==> src/verilog/pps_pkg.sv <==
// Shared constants for the preset pattern PWM sequencer
`default_nettype none
package pps_pkg;
	localparam int         PPS_NUM_CH      = 2;
	localparam int         PPS_NUM_PRESETS = 16;
	localparam int         PPS_IDX_W       = 4;
	localparam int         PPS_DUTY_W      = 8;
	localparam int         PPS_DIV_W       = 3;
	// Step clock sources
	localparam logic [1:0] PPS_STEP_MATRIX = 2'h0;
	localparam logic [1:0] PPS_STEP_OVF    = 2'h1;
	localparam logic [1:0] PPS_STEP_OVF2   = 2'h2;
	localparam logic [1:0] PPS_STEP_OVF8   = 2'h3;
	// Preset index ranges
	localparam logic [1:0] PPS_RANGE_ALL   = 2'h0;
	localparam logic [1:0] PPS_RANGE_LOWER = 2'h1;
	localparam logic [1:0] PPS_RANGE_UPPER = 2'h2;
	localparam logic [3:0] PPS_IDX_FIRST   = 4'h0;
	localparam logic [3:0] PPS_LOWER_LAST  = 4'h7;
	localparam logic [3:0] PPS_UPPER_FIRST = 4'h8;
	localparam logic [3:0] PPS_IDX_LAST    = 4'hf;
	// Period counter tops for 8-bit and 7-bit resolution
	localparam logic [7:0] PPS_PMAX8       = 8'hff;
	localparam logic [7:0] PPS_PMAX7       = 8'h7f;
	localparam logic [2:0] PPS_DIV2_BIT    = 3'h1;
	localparam logic [2:0] PPS_DIV8_LAST   = 3'h7;
	// Positions of the synchronised inputs
	localparam int         PPS_SB_STEP     = 0;
	localparam int         PPS_SB_DIR      = 1;
	localparam int         PPS_SB_HOLD     = 2;
	localparam int         PPS_SB_EXT      = 3;
	localparam logic [7:0] PPS_DUTY_RST    = 8'h00;
endpackage
`default_nettype wire

==> src/verilog/pps_mem_if.sv <==
// Connection between the sequencer and its shared preset store
`timescale 1ns/1ps
`default_nettype none
interface pps_mem_if;
	logic                                       wr_en;
	logic [pps_pkg::PPS_IDX_W-1:0]              wr_addr;
	logic [pps_pkg::PPS_DUTY_W-1:0]             wr_data;
	logic [pps_pkg::PPS_NUM_CH-1:0][pps_pkg::PPS_IDX_W-1:0]  rd_addr;
	logic [pps_pkg::PPS_NUM_CH-1:0][pps_pkg::PPS_DUTY_W-1:0] rd_data;
	modport mem  (input wr_en, input wr_addr, input wr_data, input rd_addr, output rd_data);
	modport user (output wr_en, output wr_addr, output wr_data, output rd_addr, input rd_data);
endinterface
`default_nettype wire

==> src/verilog/pps_preset_mem.sv <==
// Sixteen-byte preset store with one read port per channel
`timescale 1ns/1ps
`default_nettype none
module pps_preset_mem #(
	parameter int DEPTH = 16
) (
	input wire logic CORE_CLK,
	input wire logic RST,
	input wire logic CE,
	pps_mem_if.mem   mif
);
	import pps_pkg::*;

	typedef struct packed {
		logic [DEPTH-1:0][PPS_DUTY_W-1:0]      mem;
		logic [PPS_NUM_CH-1:0][PPS_DUTY_W-1:0] rd;
	} pps_mem_st_t;

	pps_mem_st_t st_reg;
	pps_mem_st_t st_next;

	// Refused at elaboration: the index width only reaches sixteen entries
	if (DEPTH != PPS_NUM_PRESETS) begin : g_bad_depth
		$error("Preset depth must match the index width");
	end

	always_comb begin
		st_next = st_reg;
		if (RST) begin
			st_next = '0;
		end else if (CE) begin
			if (mif.wr_en) begin
				st_next.mem[mif.wr_addr] = mif.wr_data;
			end
			// One store, read by both channels
			for (int c = 0; c < PPS_NUM_CH; c++) begin
				st_next.rd[c] = st_reg.mem[mif.rd_addr[c]];
			end
		end
	end

	always_ff @(posedge CORE_CLK) begin
		st_reg <= st_next;
	end

	assign mif.rd_data = st_reg.rd;
endmodule
`default_nettype wire

==> src/verilog/pps_sequencer.sv <==
// Two-channel PWM generator stepping through a shared preset table
`timescale 1ns/1ps
`default_nettype none
// Operation
// - Preset mode takes duty from sixteen bytes
// - Step clock: matrix clock or period overflow
// - Each step changes the compared entry
// - One preset store serves both channels
// - Range: all, lower eight or upper eight
// - Start index held inside selected range
// - Direction high steps forward, low back
// - Hold freezes index; stop also freezes outputs
// - Step also overflow divided by two, eight
// - Period counter may use external clock
// - True output high until count reaches duty
// - Complement inverted, deadband delayed, polarity options
// - Eight-bit period counter, seven-bit option
module pps_sequencer #(
	parameter int DB_W = 8
) (
	input  wire logic                                 CORE_CLK,
	input  wire logic                                 RST,
	input  wire logic                                 CE,
	input  wire logic                                 PRESET_WE,
	input  wire logic [pps_pkg::PPS_IDX_W-1:0]        PRESET_ADDR,
	input  wire logic [pps_pkg::PPS_DUTY_W-1:0]       PRESET_DATA,
	input  wire logic [1:0]                           STEP_CLK,
	input  wire logic [1:0]                           STEP_DIR,
	input  wire logic [1:0]                           HOLD,
	input  wire logic [1:0]                           EXT_PERIOD_CLK,
	input  wire logic [1:0]                           PRESET_MODE,
	input  wire logic [1:0][1:0]                      STEP_SRC,
	input  wire logic [1:0]                           PERIOD_SRC,
	input  wire logic [1:0][1:0]                      RANGE_SEL,
	input  wire logic [1:0][pps_pkg::PPS_IDX_W-1:0]   INIT_IDX,
	input  wire logic [1:0][pps_pkg::PPS_DUTY_W-1:0]  INIT_DUTY,
	input  wire logic [1:0]                           STOP_MODE,
	input  wire logic [1:0]                           RES7,
	input  wire logic [1:0][DB_W-1:0]                 DEADBAND,
	input  wire logic [1:0]                           INV_P,
	input  wire logic [1:0]                           INV_N,
	output var  logic [1:0]                           PWM_P,
	output var  logic [1:0]                           PWM_N,
	output var  logic [1:0][pps_pkg::PPS_IDX_W-1:0]   PRESET_INDEX
);
	import pps_pkg::*;

	typedef struct packed {
		logic [1:0][3:0]            sy1;
		logic [1:0][3:0]            sy2;
		logic [1:0][3:0]            sy3;
		logic [1:0][7:0]            pcnt;
		logic [1:0][7:0]            duty;
		logic [1:0][7:0]            dcnt;
		logic [1:0][3:0]            idx;
		logic [1:0][PPS_DIV_W-1:0]  ovfdiv;
		logic [1:0][DB_W-1:0]       dbcnt;
		logic [1:0]                 nraw;
		logic [1:0]                 op;
		logic [1:0]                 on;
	} pps_st_t;

	pps_st_t    st_reg;
	pps_st_t    st_next;
	logic [1:0] step_ev;
	logic [1:0] ovf_ev;
	logic [1:0] frz_ev;
	pps_mem_if  mif ();

	// Refused at elaboration rather than at run time
	if (DB_W < 1 || DB_W > 16) begin : g_bad_db_w
		$error("Deadband width out of range");
	end

	assign mif.wr_en   = PRESET_WE;
	assign mif.wr_addr = PRESET_ADDR;
	assign mif.wr_data = PRESET_DATA;
	assign mif.rd_addr = st_reg.idx;

	pps_preset_mem #(
		.DEPTH (PPS_NUM_PRESETS)
	) u_mem (
		.CORE_CLK (CORE_CLK),
		.RST      (RST),
		.CE       (CE),
		.mif      (mif.mem)
	);

	always_comb begin
		logic       tick;
		logic       hld;
		logic       praw;
		logic       edge_m;
		logic [3:0] lo;
		logic [3:0] hi;
		logic [7:0] top;
		tick    = 1'b0;
		hld     = 1'b0;
		praw    = 1'b0;
		edge_m  = 1'b0;
		lo      = PPS_IDX_FIRST;
		hi      = PPS_IDX_LAST;
		top     = PPS_PMAX8;
		step_ev = '0;
		ovf_ev  = '0;
		frz_ev  = '0;
		st_next = st_reg;
		for (int c = 0; c < PPS_NUM_CH; c++) begin
			lo = (RANGE_SEL[c] == PPS_RANGE_UPPER) ? PPS_UPPER_FIRST : PPS_IDX_FIRST;
			hi = (RANGE_SEL[c] == PPS_RANGE_LOWER) ? PPS_LOWER_LAST : PPS_IDX_LAST;
			if (RST) begin
				st_next.idx[c] = INIT_IDX[c];
				if (RANGE_SEL[c] == PPS_RANGE_LOWER)
					st_next.idx[c][3] = 1'b0;
				if (RANGE_SEL[c] == PPS_RANGE_UPPER)
					st_next.idx[c][3] = 1'b1;
				st_next.dcnt[c]   = INIT_DUTY[c];
				st_next.duty[c]   = PPS_DUTY_RST;
				st_next.sy1[c]    = '0;
				st_next.sy2[c]    = '0;
				st_next.sy3[c]    = '0;
				st_next.pcnt[c]   = '0;
				st_next.ovfdiv[c] = '0;
				st_next.dbcnt[c]  = '0;
				st_next.nraw[c]   = 1'b0;
				st_next.op[c]     = 1'b0;
				st_next.on[c]     = 1'b0;
			end else if (CE) begin
				// Pins and matrix signals are asynchronous here
				st_next.sy1[c] = {EXT_PERIOD_CLK[c], HOLD[c], STEP_DIR[c], STEP_CLK[c]};
				st_next.sy2[c] = st_reg.sy1[c];
				st_next.sy3[c] = st_reg.sy2[c];
				tick = PERIOD_SRC[c] ? (st_reg.sy2[c][PPS_SB_EXT] & ~st_reg.sy3[c][PPS_SB_EXT])
					: 1'b1;
				hld       = st_reg.sy2[c][PPS_SB_HOLD];
				frz_ev[c] = hld & STOP_MODE[c];
				top       = RES7[c] ? PPS_PMAX7 : PPS_PMAX8;
				ovf_ev[c] = tick & (st_reg.pcnt[c] >= top);
				edge_m    = st_reg.sy2[c][PPS_SB_STEP] & ~st_reg.sy3[c][PPS_SB_STEP];
				unique case (STEP_SRC[c])
					PPS_STEP_MATRIX: step_ev[c] = edge_m;
					PPS_STEP_OVF:    step_ev[c] = ovf_ev[c];
					PPS_STEP_OVF2:   step_ev[c] = ovf_ev[c] & st_reg.ovfdiv[c][0];
					PPS_STEP_OVF8:   step_ev[c] = ovf_ev[c] & (st_reg.ovfdiv[c] == PPS_DIV8_LAST);
				endcase
				if (ovf_ev[c])
					st_next.ovfdiv[c] = st_reg.ovfdiv[c] + PPS_DIV2_BIT;
				if (tick)
					st_next.pcnt[c] = ovf_ev[c] ? 8'h00 : st_reg.pcnt[c] + 8'h01;
				// New duty is applied only at a period boundary, never mid-period
				if (ovf_ev[c])
					st_next.duty[c] = PRESET_MODE[c] ? mif.rd_data[c] : st_reg.dcnt[c];
				if (step_ev[c] && !hld) begin
					if (PRESET_MODE[c]) begin
						if (st_reg.sy2[c][PPS_SB_DIR]) begin
							st_next.idx[c] = (st_reg.idx[c] >= hi || st_reg.idx[c] < lo) ? lo
								: st_reg.idx[c] + 4'h1;
						end else begin
							st_next.idx[c] = (st_reg.idx[c] <= lo || st_reg.idx[c] > hi) ? hi
								: st_reg.idx[c] - 4'h1;
						end
					end else begin
						st_next.dcnt[c] = st_reg.sy2[c][PPS_SB_DIR] ? st_reg.dcnt[c] + 8'h01
							: st_reg.dcnt[c] - 8'h01;
					end
				end
				praw = RES7[c] ? (st_reg.pcnt[c][6:0] < st_reg.duty[c][7:1])
					: (st_reg.pcnt[c] < st_reg.duty[c]);
				if (!frz_ev[c]) begin
					// Complement rises only after the deadband, falls at once
					if (praw) begin
						st_next.nraw[c]  = 1'b0;
						st_next.dbcnt[c] = '0;
					end else if (st_reg.dbcnt[c] >= DEADBAND[c]) begin
						st_next.nraw[c] = 1'b1;
					end else begin
						st_next.dbcnt[c] = st_reg.dbcnt[c] + 1'b1;
					end
					st_next.op[c] = praw ^ INV_P[c];
					st_next.on[c] = (st_next.nraw[c] & ~praw) ^ INV_N[c];
				end
			end
		end
	end

	always_ff @(posedge CORE_CLK) begin
		st_reg <= st_next;
	end

	assign PWM_P        = st_reg.op;
	assign PWM_N        = st_reg.on;
	assign PRESET_INDEX = st_reg.idx;

	for (genvar g = 0; g < 2; g++) begin

	end
endmodule
`default_nettype wire

==> config.mk <==
export PLATFORM = sky130hd
export DESIGN_NAME = pps_sequencer
export DESIGN_NICKNAME = d
export VERILOG_FILES = /design/src/verilog/pps_pkg.sv /design/src/verilog/pps_mem_if.sv /design/src/verilog/pps_preset_mem.sv /design/src/verilog/pps_sequencer.sv
export SDC_FILE = /design/constraint.sdc
export NUM_CORES = 1
export LEC_CHECK = 0
export BUFFER_PORTS_ARGS = -buffer_cell sky130_fd_sc_hd__buf_4
export CORE_AREA = 2 2 154 156
export DETAILED_ROUTE_END_ITERATION = 7
export DIE_AREA = 0 0 156 158
export PLACE_DENSITY = 0.79
export SETUP_SLACK_MARGIN = 0.02
export SKIP_LAST_GASP = 1
export SLEW_MARGIN = 20
export SYNTH_ARGS = -nofsm -noshare
export SYNTH_HDL_FRONTEND = slang
export SYNTH_SLANG_ARGS = --single-unit
export TNS_END_PERCENT = 1
==> constraint.sdc <==
create_clock -name CORE_CLK -period 3.6 [get_ports CORE_CLK]
set_clock_uncertainty 0.2 [all_clocks]
set_input_delay 0.54 -clock CORE_CLK [delete_from_list [all_inputs] [get_ports CORE_CLK]]
set_output_delay 0.54 -clock CORE_CLK [all_outputs]
set_load 0.01 [all_outputs]
==> flow_summary.ini, run 1 <==
[run_status]
status = finished clean

[global_routing]
grt_max_degree = 83
met3_usage_pct = 3.50
grt_overflow = 0
grtUsageMet1_pct = 34.6
grt.total_usage_pct = 26.8
grt_pass1_vias = 10286
grt_pass1_wl_um = 52800
grtUsageMet2_pct = 46.6
antenna_found_initial = 0
globalRoute.busiestLayer = met2

[logic_synthesis]
synth_top_cell_area_share_pct = 32.5
synth_edf_count = 24
synth_seq_cells = 248
ys.flop_type = dfxtp_1
synth_area_per_cell_um2 = 10.0
synthTopCellsByCount = nor2_1 (243), dfxtp_1 (224), mux2i_1 (188)
netlist_top_cells_area = dfxtp_1 (33%), mux2i_1 (14%), mux4_2 (13%)
yosysWarnings = 0
synth.most_common_cell = nor2_1
yosysTopAreaCell = dfxtp_1
synthDistinctLibCells = 59
synth-async-reset-ratio_pct = 0
syn_nets = 1536
syn-instance-count = 1378
synthesis.area_um2 = 13800
ys_seq_area_share_pct = 37.8

[setup_path]
cp-start-kind = flip-flop
cp_num_buf_inv = 0
worstPathArrival_ps = 3080
worstPathRequired_ps = 3860
cpMaxStageDelayCell = nor2_1
cp_max_fo = 17
r2r_setup_slack_ps = 780
cp_cell_sequence = ha_1 > nand2_1 > o21ai_0 > a2111oi_2 > nor2_1 > o311ai_0 > a31oi_1
cp_top_family = compound AO/OA/AOI/OAI gates
crit_type = flip-flop to flip-flop
critPathCaptureType = flip-flop
cp_slowest_stage_delay_ps = 830

[clock_network]
clock-sinks = 248
hold_buffers = 0
ctsResizeCount = 0
clock_latency_ps = 540
h-tree-depth = 1
clk_path_buf_depth = 3
post-cts-setup-buffer-count = 0
cts-buffers-inserted = 26
cts_tree = yes
root_buffer = clkbuf_16
clk_pin_slew_worst_paths_ps = 60

[routing]
routed_wl_um = 33100
route.detailed.drc = 0
antenna_left = 0
vias = 10625
drt-vias-per-instance = 6.09
drt_iter0_markers = 927
firstDrtPassIters = 7
wire_per_inst_um = 19.0

[cells_and_area]
syn_to_final_growth_pct = 13.0
largest_register_ffs = 128
drive_above_1_share_pct = 17.7
nets = 1592
finalNonFillerCells = 1744
antenna_cells = 0

[place]
place_congestion = 0.886
dp_hpwl_um = 22300
pre_cts_ws_ps = 728
placedCellCount = 1696
io_buffers = 95

[sta]
fmax_mhz = 354
setup_tns_ps = 0
tightest_slew_ps = 1040
setup_viol = 0
fin_crit_ps = 2820
grt_setup_unrepaired = false
hold_ws_ps = 46.8
setup_ws_ps = 779
post-route-period-util_pct = 78.4
drv_slew = 0
finalHoldViolCount = 0
max_slew_margin_pct = 30.3

[pwr]
p_per_area_nw_per_um2 = 418
ir_worst_vdd_v = 0.000313
leakagePower_nw = 6.34
finalPower_mw = 6.50

[die]
coreArea_um2 = 23100
die_h_um = 158
dieArea_um2 = 24600
die_w_um = 156
initial_core_util_pct = 59.8
ios = 96
rows = 56

[job]
maxCapViolations = 0

[min_path]
min_path_type = primary input to flip-flop
## cells in the final DEF, fill, tap and decap left out, types with 19 or more instances in the layout
master,n
nor2_1,243
dfxtp_1,224
mux2i_1,188
buf_4,116
mux4_2,80
nand2_1,72
ha_1,72
inv_1,55
a21oi_1,49
o21ai_0,41
nand3_1,31
clkbuf_16,28
nor3_1,25
edfxtp_1,24
xnor2_1,22
a211oi_1,19
## final timing paths
kind | cells past startpoint | from | end
worst max-delay path | 7 | st_reg[70] | st_reg[13]
worst min-delay path | 3 | STEP_DIR[1] | st_reg[105]
worst max register to register | 7 | st_reg[70] | st_reg[13]
worst min register to register | 2 | PWM_P[0] | PWM_P[0]
## cell type report
cell class / instances / area (um^2)
fill: 1747 / 7480
multi-input combinational: 981 / 7960
timing repair buffer: 120 / 945
tap: 290 / 363
inverter: 57 / 214
clock inverter: 12 / 131
sequential: 248 / 5200
clock buffer: 36 / 761
## report_power, final
group | total (mW) | internal (mW) | switching, mW
registers | 2.94 | 2.86 | 0.0785
clock network | 2.79 | 1.69 | 1.11
logic | 0.770 | 0.351 | 0.420
## kinds of logic after synthesis
| group | Yosys count | synth area share, % |
|---|---|---|
| AND/OR/NAND/NOR | 430 | 13.6 |
| multiplexers | 270 | 26.9 |
| flip-flops | 248 | 37.8 |
| AO/OA/AOI/OAI | 175 | 8.34 |
| buffers and inverters | 149 | 4.49 |
| adder cells (fa/ha/maj) | 74 | 6.83 |
| XOR/XNOR | 32 | 2.03 |
## per-stage QoR
stage	instance area, um^2	utilization [%]
2_1_floorplan	13800	-
3_3_place_gp	14700	63.7
3_5_place_dp	14700	63.7
4_1_cts	15600	67.6
5_1_grt	15600	67.6
6_report	15600	67.6
## tightest hold or removal path: stages
cell and delay [ps]:
buf_4 80, mux2i_1 60, nor2_1 70
## routing by layer
metal | part of all wire (%) | routed length (um) | vias up
met5 | 0 | 0 | -
met1 | 42 | 14000 | 5145
met2 | 49 | 16200 | 328
met3 | 5.6 | 1870 | 72
li1 | - | - | 5080
met4 | 3.2 | 1060 | 0
Note: power is estimated with default switching activity, not from simulation.
==> run 2: changes to the inputs <==
- CORE_AREA: 2 2 154 156 -> 2 2 162 164
- DIE_AREA: 0 0 156 158 -> 0 0 164 166
- PLACE_DENSITY: 0.79 -> 0.76
- clock period: 3.6 -> 2.57 ns (I/O delays scaled with it)
==> run 2 against run 1 <==
Compared with the run above:
- combinational power is 58% higher
- die area is 10% higher
- flip-flop and latch count is the same
- setup slack worse by 750 ps
- sequential share of layout area decreased by 1.6 points
- critical path type unchanged
- largest power group unchanged
==> flow_summary.ini, run 2 (synthesized netlist as in run 1, its figures left out) <==
[run_status]
status = finished clean

[routing]
drt_iter0_markers = 1067
routed_wl_um = 33500
firstDrtPassIters = 5
wire_per_inst_um = 18.0
drt-vias-per-instance = 5.88
antenna_left = 0
route.detailed.drc = 0
vias = 10973

[die]
rows = 59
die_h_um = 166
ios = 96
die_w_um = 164
coreArea_um2 = 25600
initial_core_util_pct = 53.8
dieArea_um2 = 27200

[job]
maxCapViolations = 0

[global_routing]
grt_pass1_vias = 10617
met3_usage_pct = 3.45
grt_pass1_wl_um = 53800
grtUsageMet1_pct = 31.1
globalRoute.busiestLayer = met2
grt_overflow = 0
grt_max_degree = 69
grtUsageMet2_pct = 42.2
antenna_found_initial = 0
grt.total_usage_pct = 24.4

[sta]
max_slew_margin_pct = 55.1
tightest_slew_ps = 673
finalHoldViolCount = 0
setup_tns_ps = 0
drv_slew = 0
post-route-period-util_pct = 98.8
fmax_mhz = 394
setup_viol = 0
grt_setup_unrepaired = true
fin_crit_ps = 2540

[min_path]
min_path_type = primary input to flip-flop

[cells_and_area]
largest_register_ffs = 128
nets = 1669
finalInstanceArea_um2 = 16400
syn_to_final_growth_pct = 18.8
antenna_cells = 0
drive_above_1_share_pct = 19.9
layout_common_cells = nor2_1 (243), dfxtp_1 (224), mux2i_1 (188)
final_common_cell = nor2_1

[setup_path]
worstPathArrival_ps = 2750
cp_slowest_stage_delay_ps = 460
critPathCaptureType = flip-flop
cp-start-kind = flip-flop
cp_max_fo = 6
cpMaxStageDelayCell = or3_2
cp_cell_sequence = inv_1 > ha_1 > nand2b_4 > a2111oi_4 > o31ai_4 > buf_4 > or3_2 > o2111ai_1 > o31ai_1
crit_type = flip-flop to flip-flop
worstPathRequired_ps = 2780
r2r_setup_slack_ps = 30

[place]
dp_hpwl_um = 23700
io_buffers = 95
placedInstanceArea_um2 = 15200
place_congestion = 0.867

[clock_network]
root_buffer = clkbuf_16
clock-sinks = 248
clk_pin_slew_worst_paths_ps = 60
cts-buffers-inserted = 26
cts_tree = yes
clk_path_buf_depth = 3
clock_latency_ps = 530
h-tree-depth = 1
post-cts-setup-buffer-count = 0

[pwr]
p_per_area_nw_per_um2 = 561
ir_worst_vdd_v = 0.000421
leakagePower_nw = 6.72
finalPower_mw = 9.19
run 2: changes by cell type in the layout (fill, tap and decap cells not counted), sizes merged:
| cell | change |
|---|---|
| buf | +46 |
| dlygate4sd3 | +31 |
run 2: worst paths after layout:
check	from	to	depth (start not counted)
hold / removal	INIT_IDX[4]	PRESET_INDEX[4]	3
setup / recovery	st_reg[14]	st_reg[18]	9
hold reg to reg	PWM_P[0]	PWM_P[0]	2
setup reg to reg	st_reg[14]	st_reg[18]	9
run 2: where the power goes:
part / switching, mW / internal [mW]
logic: 0.641 / 0.584
registers: 0.0860 / 4.01
clock network: 1.54 / 2.33
total: 2.27 / 6.92
run 2: layer usage:
layer	part of all wire [%]	vias up
met5	0	-
met4	2.7	0
met3	5.6	71
met2	50	333
met1	42	5319
li1	-	5250
run 2: cell type report:
class / instances / area [um^2]
fillers: 1994 / 9250
inverters: 57 / 214
clock inverters: 12 / 134
well taps: 335 / 419
flip-flops and latches: 248 / 5200
repair buffers: 197 / 1690
multi-input cells: 981 / 7960
clock buffers: 36 / 749
run 2: critical path, delay by kind of cell, from the launching register on:
family	cells	cell delay [ps]
DFF	1	320
adders and majority gates	1	280
and+or+nand+nor	2	610
buffers and inverters	2	230
AOI/OAI and AO/OA	4	790
run 2: what timing repair did:
item / CTS / global route
hold endpoints to repair: 31 / 0
hold buffers: 31 / 0
resized for setup: 0 / 1
endpoints found under the setup margin: 0 / 32
run 2: metrics by stage:
stage | util [%] | hold WS [ps] | std cells | setup WS (ps)
6_report | 63.9 | 21.3 | 1866 | 29.8
5_1_grt | 63.9 | 17.5 | 1866 | -93.7
4_1_cts | 63.9 | 0.750 | 1866 | 27.9
3_5_place_dp | 59.2 | 252 | 1787 | -96.7
3_3_place_gp | 59.2 | 244 | 1787 | -62.4
2_1_floorplan | - | 232 | 1378 | 33.1
==> run 3: changes to the inputs <==
- SETUP_SLACK_MARGIN: 0.02 -> 0.4
==> run 3 against run 2 <==
Compared with the run above:
- combinational power about the same
- global-route usage increased by 0.050 points
- non-clock buffer count shrank 5
- largest power group unchanged
- highest routed layer unchanged
==> flow_summary.ini, run 3 (synthesized netlist as in run 1, its figures left out) <==
[cells_and_area]
multi_input_area_um2 = 8010
layout.area.seq_um2 = 5210
largest_register_ffs = 128
fillCellCount = 2031
final_common_cell = nor2_1
syn_to_final_growth_pct = 18.1
layout_common_cells = nor2_1 (240), dfxtp_1 (223), mux2i_1 (188)
final_util_pct = 63.5
antenna_cells = 0
nets = 1664
drive_above_1_share_pct = 20.4

[global_routing]
grt_pass1_wl_um = 54100
grt.total_usage_pct = 24.4
grt_pass1_vias = 10801
antenna_found_initial = 0
grt_max_degree = 52
grt_overflow = 0

[routing]
drt-vias-per-instance = 5.81
antenna_left = 0
route.detailed.drc = 0
drt_iter0_markers = 839
firstDrtPassIters = 5
routed_wl_um = 33700
vias = 10780
wire_per_inst_um = 18.2

[pwr]
p_per_area_nw_per_um2 = 549
ir_worst_vdd_v = 0.000388
leakagePower_nw = 6.66
finalPower_mw = 8.94

[sta]
drv_slew = 0
finalHoldViolCount = 0
setup_tns_ps = 0
tightest_slew_ps = 647
post-route-period-util_pct = 94.2
grt_setup_unrepaired = true
fin_crit_ps = 2420
max_slew_margin_pct = 56.9
fmax_mhz = 413
setup_viol = 0

[clock_network]
root_buffer = clkbuf_16
clk_path_buf_depth = 3
clock-sinks = 248
h-tree-depth = 1
clk_pin_slew_worst_paths_ps = 70
cts-buffers-inserted = 26
clock_latency_ps = 540
cts_tree = yes

[setup_path]
worstPathArrival_ps = 2630
worstPathRequired_ps = 2780
r2r-end = u_mem.mif.rd_data[13]
cp-start-kind = flip-flop
crit_type = flip-flop to flip-flop
cp_max_fo = 22
r2r_setup_slack_ps = 150
crit_path_start = PRESET_INDEX[4]
reg2reg_depth = 6
critPathCaptureType = flip-flop
reg2reg_from = PRESET_INDEX[4]

[place]
place_congestion = 0.867
io_buffers = 95
dp_hpwl_um = 24200

[min_path]
whs_path_depth = 3
min_to = st_reg[36]
min_path_type = primary input to flip-flop
worst_hold_startpoint = INIT_DUTY[0]

[die]
die_w_um = 164
rows = 59
ios = 96
die_h_um = 166
dieArea_um2 = 27200
initial_core_util_pct = 53.8
coreArea_um2 = 25600

[run_status]
status = finished clean

[job]
maxCapViolations = 0
run 3: worst max-delay path by stage:
stage	end	slack [ps]
floorplan	st_reg[21]	270
global placement	st_reg[21]	60
detailed placement	st_reg[21]	40
CTS	st_reg[21]	120
global route	st_reg[17]	30
finish	u_mem.mif.rd_data[13]	150
run 3: layer usage:
metal	wire, um	part of all wire (%)	GRT usage (%)
met5	0	0	0
met4	832	2.5	7.09
met3	1460	4.3	2.65
met2	17100	51	44.0
met1	14300	42	30.8
run 3: cell type report:
cell class / count / share of cell area (%)
clock buffers: 39 / 4.80
clock inverters: 5 / 0.200
inverters: 57 / 1.32
multi-input cells: 981 / 49.3
flip-flops and latches: 248 / 32.0
well taps: 335 / 2.58
repair buffers: 192 / 9.84
run 3: repair_timing:
action,in CTS,in global routing
setup endpoints to repair,74,98
pin swaps,4,2
hold buffers,31,0
hold endpoints to repair,31,0
setup buffers,7,0
gates cloned,0,0
resized for setup,2,4
run 3: worst max-delay path, stage by stage (launching register included):
cell	delay [ps]
edfxtp_1	380
buf_12	220
buf_4	230
mux4_2	550
mux4_2	500
mux2i_1	140
nor2_1	50
run 3: metrics by stage:
| stage | hold WS, ps | cells | setup WS, ps | cell area (um^2) |
|---|---|---|---|---|
| 6_report | 9.57 | 1857 | 148 | 16300 |
| 5_1_grt | 0.523 | 1857 | 25.9 | 16300 |
| 4_1_cts | 4.61 | 1857 | 118 | 16300 |
| 3_5_place_dp | 252 | 1775 | 38.5 | 15100 |
| 3_3_place_gp | 246 | 1775 | 64.9 | 15100 |
| 2_1_floorplan | 232 | 1378 | 271 | 13800 |
run 3: where the power goes:
part	switching [mW]	internal, mW	total (mW)	leakage [nW]
logic	0.650	0.579	1.23	4.21
clock network	1.53	2.09	3.62	0.405
registers	0.0801	4.01	4.09	2.05
